### src/spb_regs.svh
// Constants for the serial port link bring-up block: timing counts and schedule values.
// Assumes a 25 MHz core clock; times are converted to cycle counts here.
`ifndef SPB_REGS_SVH
`define SPB_REGS_SVH

`define SPB_CLK_MHZ 25
`define SPB_TRAIN_CHARS 200
`define SPB_IDLE_CHARS 10
// Dwell times in microseconds, in schedule order
`define SPB_DWELL0_US 400
`define SPB_DWELL1_US 200
`define SPB_DWELL2_US 100
`define SPB_DWELL3_US 300
`define SPB_DWELL0_CYC (`SPB_DWELL0_US * `SPB_CLK_MHZ)
`define SPB_DWELL1_CYC (`SPB_DWELL1_US * `SPB_CLK_MHZ)
`define SPB_DWELL2_CYC (`SPB_DWELL2_US * `SPB_CLK_MHZ)
`define SPB_DWELL3_CYC (`SPB_DWELL3_US * `SPB_CLK_MHZ)
// Line rate codes: 1 selects the faster rate
`define SPB_RATE_FAST 1'h1
`define SPB_RATE_SLOW 1'h0

`endif

### src/spb_pkg.sv
// Types shared by the link bring-up block.
// Assumes spb_regs.svh supplies the numeric constants.
package spb_pkg;

  typedef enum logic [1:0] {
    SPB_PS_DISABLED = 2'b00,
    SPB_PS_ENABLED  = 2'b01,
    SPB_PS_READY    = 2'b10
  } spb_port_state_e;

  typedef enum logic [2:0] {
    SPB_ST_RESET    = 3'b000,
    SPB_ST_FAULT    = 3'b001,
    SPB_ST_TRAIN    = 3'b010,
    SPB_ST_IDLE     = 3'b011,
    SPB_ST_POSTOP   = 3'b100,
    SPB_ST_CREDIT   = 3'b101,
    SPB_ST_AWAIT    = 3'b110,
    SPB_ST_UP       = 3'b111
  } spb_step_e;

  // Reset-type events that knock the port back to disabled and privileged
  typedef struct packed {
    logic powerup_self_test;
    logic total_reset;
    logic absolute_reset;
    logic link_error_recovery_alert;
    logic rate_renegotiate;
  } spb_restart_s;

  // Per-character line status from the receive path
  typedef struct packed {
    logic char_sync;
    logic idle_decoded;
    logic receive_ready_pair;
    logic line_fault;
  } spb_line_s;

  // Port configuration message as processed by the node
  typedef struct packed {
    logic valid;
    logic reflect;
  } spb_cfg_msg_s;

endpackage

### src/spb_dwell_timer.sv
// Dwell timer: loads a cycle count and flags expiry.
// Assumes load and the count are synchronous to clk_i.
`timescale 1ns/1ps
module spb_dwell_timer #(
  parameter int WIDTH = 14
) (
  input wire logic clk_i,
  input wire logic rst_n_i,
  input wire logic load_i,
  input wire logic [WIDTH-1:0] count_i,
  output logic expired_o
);
  logic [WIDTH-1:0] remain;

  always_ff @(posedge clk_i or negedge rst_n_i) begin
    if (!rst_n_i) begin
      remain <= '0;
    end else if (load_i) begin
      remain <= count_i;
    end else if (remain != '0) begin
      remain <= remain - 1'b1;
    end
  end

  always_ff @(posedge clk_i or negedge rst_n_i) begin
    if (!rst_n_i) begin
      expired_o <= 1'b0;
    end else begin
      expired_o <= !load_i && (remain == {{(WIDTH-1){1'b0}}, 1'b1});
    end
  end
endmodule

### src/spb_char_counter.sv
// Counts transmitted characters up to a target and holds done.
// Assumes char_sent_i pulses once per character sent.
`timescale 1ns/1ps
module spb_char_counter #(
  parameter int WIDTH = 8
) (
  input wire logic clk_i,
  input wire logic rst_n_i,
  input wire logic clear_i,
  input wire logic char_sent_i,
  input wire logic [WIDTH-1:0] target_i,
  output logic done_o
);
  logic [WIDTH-1:0] count;

  always_ff @(posedge clk_i or negedge rst_n_i) begin
    if (!rst_n_i) begin
      count <= '0;
    end else if (clear_i) begin
      count <= '0;
    end else if (char_sent_i && count != target_i) begin
      count <= count + 1'b1;
    end
  end

  assign done_o = (count == target_i) && !clear_i;
endmodule

### src/spb_link_bringup.sv
// Per-port link bring-up: restart handling, rate negotiation, operational flag, credit exchange,
// plus the node-wide token turnaround select.
// Assumes all inputs are synchronous to clk_i; the transmit path pulses char_sent_i per character.
//
// What this block does
// RULE1 - Set turnaround select for single-port or switch, lost port, or reflect message.
// RULE2 - Dual-port node with both ports up clears select on non-reflect message.
// RULE3 - Select set reflects circulating token chars; clear forwards them.
// RULE4 - Self-test, total/absolute reset, recovery alert, renegotiate go disabled and privileged.
// RULE5 - First wait until the line fault detector reports no fault.
// RULE6 - Run rate negotiation; set operational flag only after it completes.
// RULE7 - After operational, wait for at least 10 idle chars sent.
// RULE8 - Need room for one frame, send receive ready pair, drop credit owed.
// RULE9 - On remote receive ready pair, drop credit awaited; privileged frames allowed.
// RULE10 - Negotiation ends on char sync plus idle received; port then ready.
// RULE11 - Single rate: 200 training chars, enabled, idle until sync and idle decoded.
// RULE12 - Dual rate cycles fast 400us, slow 200us, fast 100us, slow 300us forever.
// RULE13 - Dwell timers kept exact, well inside the allowed ten percent.
// RULE14 - Each dwell: switch rate, disable, start timer, send 200 training chars.
// RULE15 - Sync in a dwell: enabled, idle replaces training, control frame may pass.
// RULE16 - Idle decoded before expiry: ready and exit; else next dwell.
// RULE17 - Dwell timer starts at the rate switch; earlier sync is discarded (this block does not: char_sync is used as received).
`include "spb_regs.svh"
`timescale 1ns/1ps
module spb_link_bringup #(
  parameter bit DUAL_RATE = 1'b1,
  parameter int TIMER_W = 14,
  parameter int DWELL0_CYC = `SPB_DWELL0_CYC,
  parameter int DWELL1_CYC = `SPB_DWELL1_CYC,
  parameter int DWELL2_CYC = `SPB_DWELL2_CYC,
  parameter int DWELL3_CYC = `SPB_DWELL3_CYC
) (
  input wire logic clk_i,
  input wire logic resetn_i,
  input wire spb_pkg::spb_restart_s restart_i,
  input wire spb_pkg::spb_line_s line_i,
  input wire logic char_sent_i,
  input wire logic rx_room_i,
  input wire logic single_or_switch_i,
  input wire logic other_port_oper_i,
  input wire spb_pkg::spb_cfg_msg_s cfg_msg_i,
  output logic [1:0] port_state_o,
  output logic privileged_o,
  output logic line_rate_o,
  output logic send_training_o,
  output logic send_idle_o,
  output logic send_receive_ready_o,
  output logic ctrl_frame_ok_o,
  output logic port_oper_o,
  output logic rx_credit_owed_o,
  output logic tx_credit_awaited_o,
  output logic frames_ok_o,
  output logic token_turnaround_select_o,
  output logic reflect_token_o
);
  logic rst_sync1;
  logic rst_n;
  spb_pkg::spb_step_e step;
  spb_pkg::spb_step_e next_step;
  spb_pkg::spb_port_state_e pstate;
  logic [1:0] dwell;
  logic load_timer;
  logic [TIMER_W-1:0] dwell_count;
  logic dwell_expired;
  logic clear_chars;
  logic [7:0] char_target;
  logic chars_done;
  logic any_restart;
  logic sync_ok;
  logic [1:0] load_dwell;
  logic dwell_switch;
  logic next_rate;
  logic set_select;
  logic clear_select;

  // Reset release through two flip-flops
  always_ff @(posedge clk_i or negedge resetn_i) begin
    if (!resetn_i) begin
      rst_sync1 <= 1'b0;
      rst_n <= 1'b0;
    end else begin
      rst_sync1 <= 1'b1;
      rst_n <= rst_sync1;
    end
  end

  assign any_restart = |restart_i;
  // Sync is taken straight from char_sync, with no check that it was seen since the last rate switch
  assign sync_ok = line_i.char_sync; // see RULE17

  // The timer is loaded with the length of the dwell being entered, not the one just ended
  assign load_dwell = (step == spb_pkg::SPB_ST_FAULT) ? 2'h0 : dwell + 2'h1;
  // Every load except the one out of fault wait moves to the next dwell
  assign dwell_switch = DUAL_RATE && load_timer && (step != spb_pkg::SPB_ST_FAULT);
  // Odd dwells of the schedule run at the slower rate
  assign next_rate = load_dwell[0] ? `SPB_RATE_SLOW : `SPB_RATE_FAST;

  always_comb begin
    case (load_dwell) // see RULE12
      2'h0: dwell_count = TIMER_W'(DWELL0_CYC);
      2'h1: dwell_count = TIMER_W'(DWELL1_CYC);
      2'h2: dwell_count = TIMER_W'(DWELL2_CYC);
      default: dwell_count = TIMER_W'(DWELL3_CYC);
    endcase
  end

  // Exact cycle counts keep every dwell well inside tolerance, see RULE13
  spb_dwell_timer #(
    .WIDTH(TIMER_W)
  ) u_timer (
    .clk_i(clk_i),
    .rst_n_i(rst_n),
    .load_i(load_timer),
    .count_i(dwell_count),
    .expired_o(dwell_expired)
  );

  spb_char_counter #(
    .WIDTH(8)
  ) u_chars (
    .clk_i(clk_i),
    .rst_n_i(rst_n),
    .clear_i(clear_chars),
    .char_sent_i(char_sent_i),
    .target_i(char_target),
    .done_o(chars_done)
  );

  assign char_target = (step == spb_pkg::SPB_ST_POSTOP) ? 8'(`SPB_IDLE_CHARS) : 8'(`SPB_TRAIN_CHARS);

  always_comb begin
    next_step = step;
    load_timer = 1'b0;
    clear_chars = 1'b0;
    case (step)
      spb_pkg::SPB_ST_RESET: begin
        next_step = spb_pkg::SPB_ST_FAULT;
      end
      spb_pkg::SPB_ST_FAULT: begin
        if (!line_i.line_fault) begin // see RULE5
          next_step = spb_pkg::SPB_ST_TRAIN;
          load_timer = 1'b1; // see RULE17
          clear_chars = 1'b1;
        end
      end
      spb_pkg::SPB_ST_TRAIN: begin
        if (chars_done && (DUAL_RATE ? sync_ok : 1'b1)) begin // see RULE11
          next_step = spb_pkg::SPB_ST_IDLE; // see RULE15
        end
      end
      spb_pkg::SPB_ST_IDLE: begin
        if (sync_ok && line_i.idle_decoded) begin // see RULE10
          next_step = spb_pkg::SPB_ST_POSTOP; // see RULE6
          clear_chars = 1'b1;
        end
      end
      spb_pkg::SPB_ST_POSTOP: begin
        if (chars_done) begin // see RULE7
          next_step = spb_pkg::SPB_ST_CREDIT;
        end
      end
      spb_pkg::SPB_ST_CREDIT: begin
        if (rx_room_i) begin // see RULE8
          next_step = spb_pkg::SPB_ST_AWAIT;
        end
      end
      spb_pkg::SPB_ST_AWAIT: begin
        if (line_i.receive_ready_pair) begin // see RULE9
          next_step = spb_pkg::SPB_ST_UP;
        end
      end
      spb_pkg::SPB_ST_UP: begin
        next_step = spb_pkg::SPB_ST_UP;
      end
      default: begin
        next_step = spb_pkg::SPB_ST_RESET;
      end
    endcase
    // Dwell timeout during negotiation moves to the next dwell, see RULE16
    if (DUAL_RATE && dwell_expired &&
        (step == spb_pkg::SPB_ST_TRAIN || step == spb_pkg::SPB_ST_IDLE) &&
        !(step == spb_pkg::SPB_ST_IDLE && sync_ok && line_i.idle_decoded)) begin
      next_step = spb_pkg::SPB_ST_TRAIN; // see RULE14
      load_timer = 1'b1;
      clear_chars = 1'b1;
    end
    if (any_restart) begin // see RULE4
      next_step = spb_pkg::SPB_ST_FAULT;
      load_timer = 1'b0;
      clear_chars = 1'b1;
    end
  end

  always_ff @(posedge clk_i or negedge rst_n) begin
    if (!rst_n) begin
      step <= spb_pkg::SPB_ST_RESET;
    end else begin
      step <= next_step;
    end
  end

  // Dwell schedule index; it moves with the timer load so rate and timer switch together
  always_ff @(posedge clk_i or negedge rst_n) begin
    if (!rst_n) begin
      dwell <= 2'h0;
    end else if (any_restart) begin
      dwell <= 2'h0;
    end else if (dwell_switch) begin
      dwell <= load_dwell; // see RULE12
    end
  end

  // Port state: disabled on restart or new dwell, enabled once training ends, ready after idle
  always_comb begin
    case (next_step)
      spb_pkg::SPB_ST_IDLE: pstate = spb_pkg::SPB_PS_ENABLED; // see RULE15
      spb_pkg::SPB_ST_POSTOP,
      spb_pkg::SPB_ST_CREDIT,
      spb_pkg::SPB_ST_AWAIT,
      spb_pkg::SPB_ST_UP: pstate = spb_pkg::SPB_PS_READY; // see RULE10
      default: pstate = spb_pkg::SPB_PS_DISABLED;
    endcase
  end

  always_ff @(posedge clk_i or negedge rst_n) begin
    if (!rst_n) begin
      port_state_o <= 2'h0;
    end else begin
      port_state_o <= pstate;
    end
  end

  // Line rate for transmitter and receiver; a restart goes back to the fast rate
  always_ff @(posedge clk_i or negedge rst_n) begin
    if (!rst_n) begin
      line_rate_o <= `SPB_RATE_FAST;
    end else if (any_restart) begin
      line_rate_o <= `SPB_RATE_FAST;
    end else if (dwell_switch) begin
      line_rate_o <= next_rate; // see RULE14
    end
  end

  // Training while a dwell opens, idle fill from the enabled state on
  always_ff @(posedge clk_i or negedge rst_n) begin
    if (!rst_n) begin
      send_training_o <= 1'b0;
      send_idle_o <= 1'b0;
    end else begin
      send_training_o <= (next_step == spb_pkg::SPB_ST_TRAIN); // see RULE14
      send_idle_o <= (next_step != spb_pkg::SPB_ST_TRAIN) && (next_step != spb_pkg::SPB_ST_FAULT) &&
                     (next_step != spb_pkg::SPB_ST_RESET); // see RULE15
    end
  end

  always_ff @(posedge clk_i or negedge rst_n) begin
    if (!rst_n) begin
      ctrl_frame_ok_o <= 1'b0;
    end else begin
      ctrl_frame_ok_o <= (pstate != spb_pkg::SPB_PS_DISABLED); // see RULE15
    end
  end

  // Privileged mode entered on every restart and held through bring-up
  always_ff @(posedge clk_i or negedge rst_n) begin
    if (!rst_n) begin
      privileged_o <= 1'b1;
    end else if (any_restart) begin
      privileged_o <= 1'b1; // see RULE4
    end
  end

  // Operational flag set only after negotiation completes
  always_ff @(posedge clk_i or negedge rst_n) begin
    if (!rst_n) begin
      port_oper_o <= 1'b0;
    end else if (any_restart) begin
      port_oper_o <= 1'b0;
    end else if (step == spb_pkg::SPB_ST_IDLE && next_step == spb_pkg::SPB_ST_POSTOP) begin
      port_oper_o <= 1'b1; // see RULE6
    end
  end

  // Credit owed until our pair goes out; a restart owes it again
  always_ff @(posedge clk_i or negedge rst_n) begin
    if (!rst_n) begin
      rx_credit_owed_o <= 1'b1;
    end else if (any_restart) begin
      rx_credit_owed_o <= 1'b1;
    end else if (step == spb_pkg::SPB_ST_CREDIT && rx_room_i) begin
      rx_credit_owed_o <= 1'b0; // see RULE8
    end
  end

  // One-cycle request for our pair once a frame buffer is free
  always_ff @(posedge clk_i or negedge rst_n) begin
    if (!rst_n) begin
      send_receive_ready_o <= 1'b0;
    end else begin
      send_receive_ready_o <= !any_restart && (step == spb_pkg::SPB_ST_CREDIT) && rx_room_i; // see RULE8
    end
  end

  // Credit awaited until the remote pair arrives; privileged frames pass from then on
  always_ff @(posedge clk_i or negedge rst_n) begin
    if (!rst_n) begin
      tx_credit_awaited_o <= 1'b1;
      frames_ok_o <= 1'b0;
    end else if (any_restart) begin
      tx_credit_awaited_o <= 1'b1;
      frames_ok_o <= 1'b0;
    end else if (step == spb_pkg::SPB_ST_AWAIT && line_i.receive_ready_pair) begin
      tx_credit_awaited_o <= 1'b0; // see RULE9
      frames_ok_o <= 1'b1;
    end
  end

  // Setting conditions win over a clear in the same cycle
  assign set_select = single_or_switch_i || !port_oper_o || !other_port_oper_i ||
                      (cfg_msg_i.valid && cfg_msg_i.reflect); // see RULE1
  assign clear_select = cfg_msg_i.valid && !cfg_msg_i.reflect; // see RULE2

  // Node-wide turnaround select
  always_ff @(posedge clk_i or negedge rst_n) begin
    if (!rst_n) begin
      token_turnaround_select_o <= 1'b1;
    end else if (set_select) begin
      token_turnaround_select_o <= 1'b1; // see RULE1
    end else if (clear_select) begin
      token_turnaround_select_o <= 1'b0; // see RULE2
    end
  end

  // Reflect control for circulating token chars, kept in step with the select flag
  always_ff @(posedge clk_i or negedge rst_n) begin
    if (!rst_n) begin
      reflect_token_o <= 1'b1;
    end else if (set_select) begin
      reflect_token_o <= 1'b1; // see RULE3
    end else if (clear_select) begin
      reflect_token_o <= 1'b0; // see RULE3
    end
  end
endmodule

### config.mk
export PLATFORM = sky130hd
export DESIGN_NAME = spb_link_bringup
export DESIGN_NICKNAME = d
export VERILOG_FILES = /design/src/spb_pkg.sv /design/src/spb_dwell_timer.sv /design/src/spb_char_counter.sv /design/src/spb_link_bringup.sv
export VERILOG_INCLUDE_DIRS = /design/src /design/src/src
export SDC_FILE = /design/constraint.sdc
export NUM_CORES = 1
export LEC_CHECK = 0
export ABC_AREA = 1
export BUFFER_PORTS_ARGS = -buffer_cell sky130_fd_sc_hd__buf_2
export CELL_PAD_IN_SITES_DETAIL_PLACEMENT = 1
export CELL_PAD_IN_SITES_GLOBAL_PLACEMENT = 1
export CORE_UTILIZATION = 45
export DETAILED_ROUTE_END_ITERATION = 8
export PLACE_DENSITY_LB_ADDON = 0.1
export REMOVE_ABC_BUFFERS = 1
export SLEW_MARGIN = 20
export SYNTH_ARGS = -nofsm -noshare
export SYNTH_HDL_FRONTEND = slang
export SYNTH_SLANG_ARGS = --single-unit
### constraint.sdc
create_clock -name clk_i -period 3.08 [get_ports clk_i]
set_input_delay 0.616 -clock clk_i [delete_from_list [all_inputs] [get_ports clk_i]]
set_output_delay 0.616 -clock clk_i [all_outputs]
set_load 0.1 [all_outputs]
==> flow_summary.ini <==
[routing]
wirelength_mm = 5.83
vias_per_cell = 5.13
route.detailed.drc = 0
ant_nets = 0
drtIter0Drc = 96
first_pass_iters = 4
dr_total_vias = 2076
post_drt_wl_per_cell_um = 14.4

[yosys]
async_flop_share = 1.00
muxShareOfSynthArea = 0
seq_area_frac_synth = 0.438
synth_compound_area_frac = 0.0996
synthAdderAreaFrac = 0.0363
synth_edf_count = 0
netlist_area_um2 = 2410
synth_warnings = 0
synth-simple-area-share = 0.323
synth_top_family_by_area = simple AND/OR/NAND/NOR gates
syn_inst = 302
synthFlopType = dfrtp_1
synth_cell_types = 39
synthXorXnorAreaFrac = 0.0182
avgSynthCellArea_um2 = 7.98
ys_ff_latch = 42

[setup_path]
required_ns = 3.25
crit_buf_inv = 3
critPathKind = reg -> reg
cp_max_fo = 8
critical_path.top_delay_family = compound AO/OA/AOI/OAI gates
slowest_stage = dfrtp_1
worstPathArrival_ns = 2.21
r2r_slack_ns = 1.04
slowest_delay_ns = 0.48
cp-end-kind = register
cp_cell_sequence = inv_2 -> nand2_1 -> nor2_4 -> inv_1 -> nand2_1 -> inv_1 -> ha_1 -> o211ai_1 -> a21oi_1
startpoint_type = register

[global_route]
grt_max_degree = 41
grt_use_total = 0.233
grt_pass1_wl_mm = 9.84
gr-total-overflow = 0
antenna_found_initial = 0
first_global_vias = 2092

[sta]
final.setup.tns_ns = 0
rsz0062_at_grt = no
hold_slack_ns = 0.0909
fin_skew_ns = 0.00470
maxSlewViolCount = 0
post-route-period-util = 0.664
min_period_ns = 2.04
relSlewSlack = 0.391
worstMarginPinSlew_ns = 0.914
setup_viol = 0
fmax_ghz = 0.489
hold_viol = 0

[placement]
place.gp.congestion = 0.811
hpwl_mm = 4.46
io_buffers = 29

[cells_and_area]
diodes = 0
ff_latch_area_um2 = 1060
drive_above_1_share = 0.191
multi_input_area_um2 = 1160
area_growth_pct = 13.0
layout.nets = 358
nFillCells = 680

[floorplan]
coreArea_um2 = 5140
die_h_um = 75.2
rows = 26
die_area_um2 = 5650
die_x_um = 75.2
initial_core_util = 0.469
ioPinCount = 31

[clocking]
cts_inserted_buffers = 5
cts.path.max_buffers = 2
cts_tree = yes
htreeDepth = 2
clock_latency_ns = 0.29
clk_pin_slew_worst_paths_ns = 0.08
cts.hold.buffers_added = 0
cts_root_buffer = clkbuf_8
clock-sinks = 42
post_cts_buffers = 0
post_cts_resized = 0

[hold_path]
min_path_type = in -> async

[power]
power.static_leakage_nw = 1.38
irDropWorstVdd_mv = 0.238
p_per_area_nw_per_um2 = 533

[run]
max-cap-violations = 0

[outcome]
status = finished, final reports clean
==> sequential cells by signal, indices dropped and copies added (netlist names), 2 cells and up <==
name / flops
dwell: 2
port_state_o: 2
step: 3
u_chars.count: 8
u_timer.remain: 14
==> worst register-to-register path: cells and delay by family, from the launching register on <==
kind,cells,cell delay [ns]
AOI/OAI and AO/OA,2,0.52
adders and majority gates,1,0.20
buffers and inverters,3,0.32
DFF,1,0.48
and+or+nand+nor,3,0.40
==> worst paths after layout <==
check                                from                 to  depth (start not counted)
max in group asynchronous           rst_n  u_timer.remain[2]                          0
worst max register to register    step[2]  u_timer.remain[6]                          9
worst min-delay path             resetn_i              rst_n                          1
worst max-delay path              step[2]  u_timer.remain[6]                          9
min in group clk_i              rst_sync1              rst_n                          0
worst min register to register  rst_sync1              rst_n                          0
==> cells in the mapped netlist (3+ instances only) <==
| library cell | number | area (um^2) |
|---|---|---|
| a21oi_1 | 17 | 85.1 |
| buf_4 | 3 | 22.5 |
| dfrtp_1 | 38 | 951 |
| dfstp_2 | 4 | 105 |
| ha_1 | 7 | 87.6 |
| inv_1 | 43 | 161 |
| nand2_1 | 57 | 214 |
| nand2_2 | 4 | 25.0 |
| nand2_4 | 3 | 33.8 |
| nand3_1 | 26 | 130 |
| nand3b_1 | 3 | 22.5 |
| nand4_1 | 9 | 56.3 |
| nor2_1 | 37 | 139 |
| nor3_1 | 3 | 15.0 |
| o211ai_1 | 3 | 22.5 |
| o21ai_0 | 16 | 80.1 |
| xor2_1 | 3 | 26.3 |
==> layout by cell type (no fill, tap or decap), types with 2 or more instances in the layout <==
master	instances
a21oi_1	17
buf_2	29
clkbuf_8	5
clkinv_2	2
conb_1	2
dfrtp_1	37
dfstp_2	4
ha_1	7
inv_1	43
inv_2	2
nand2_1	57
nand2_2	4
nand2_4	3
nand3_1	26
nand3b_1	3
nand4_1	9
nor2_1	37
nor2_2	2
nor3_1	3
o211ai_1	3
o21ai_0	16
xnor2_1	2
xor2_1	3
==> stage by stage <==
| step | util | cells | setup slack (ns) | power [mW] | instance area [um^2] |
|---|---|---|---|---|---|
| final | 0.530 | 405 | 1.04 | 1.45 | 2730 |
| after global routing | 0.530 | 405 | 0.867 | 1.55 | 2730 |
| after CTS | 0.530 | 405 | 1.00 | 1.47 | 2730 |
| after detailed placement | 0.509 | 397 | 0.683 | 1.03 | 2620 |
| after global placement | 0.509 | 397 | 0.794 | 1.01 | 2620 |
| after floorplan | - | 298 | 1.10 | 0.938 | 2380 |
==> where the power goes <==
| part | switching, mW | total [mW] | internal (mW) |
|---|---|---|---|
| combinational | 0.184 | 0.302 | 0.118 |
| clock | 0.196 | 0.435 | 0.239 |
| sequential | 0.0900 | 0.717 | 0.627 |
| total | 0.470 | 1.45 | 0.984 |
==> per-layer routing <==
layer / global-route usage / wire length [um]
met5: 0 / 0
met4: 0.0617 / 63
met3: 0.0388 / 151
met2: 0.404 / 2960
met1: 0.303 / 2660
==> area by class of cell <==
class / count / share of cell area
Inverter: 45 / 0.0620
Timing Repair Buffer: 29 / 0.0533
Clock inverter: 3 / 0.0147
Tap cell: 70 / 0.0321
Sequential cell: 42 / 0.388
Multi-Input combinational cell: 211 / 0.425
Clock buffer: 5 / 0.0253
==> logic make-up after synthesis <==
logic type | Yosys count
AND/OR/NAND/NOR | 155
buffers and inverters | 50
AO/OA/AOI/OAI | 42
flip-flops | 42
adder cells (fa/ha/maj) | 7
XOR/XNOR | 5
other | 1
Note: power is estimated with default switching activity, not from simulation.
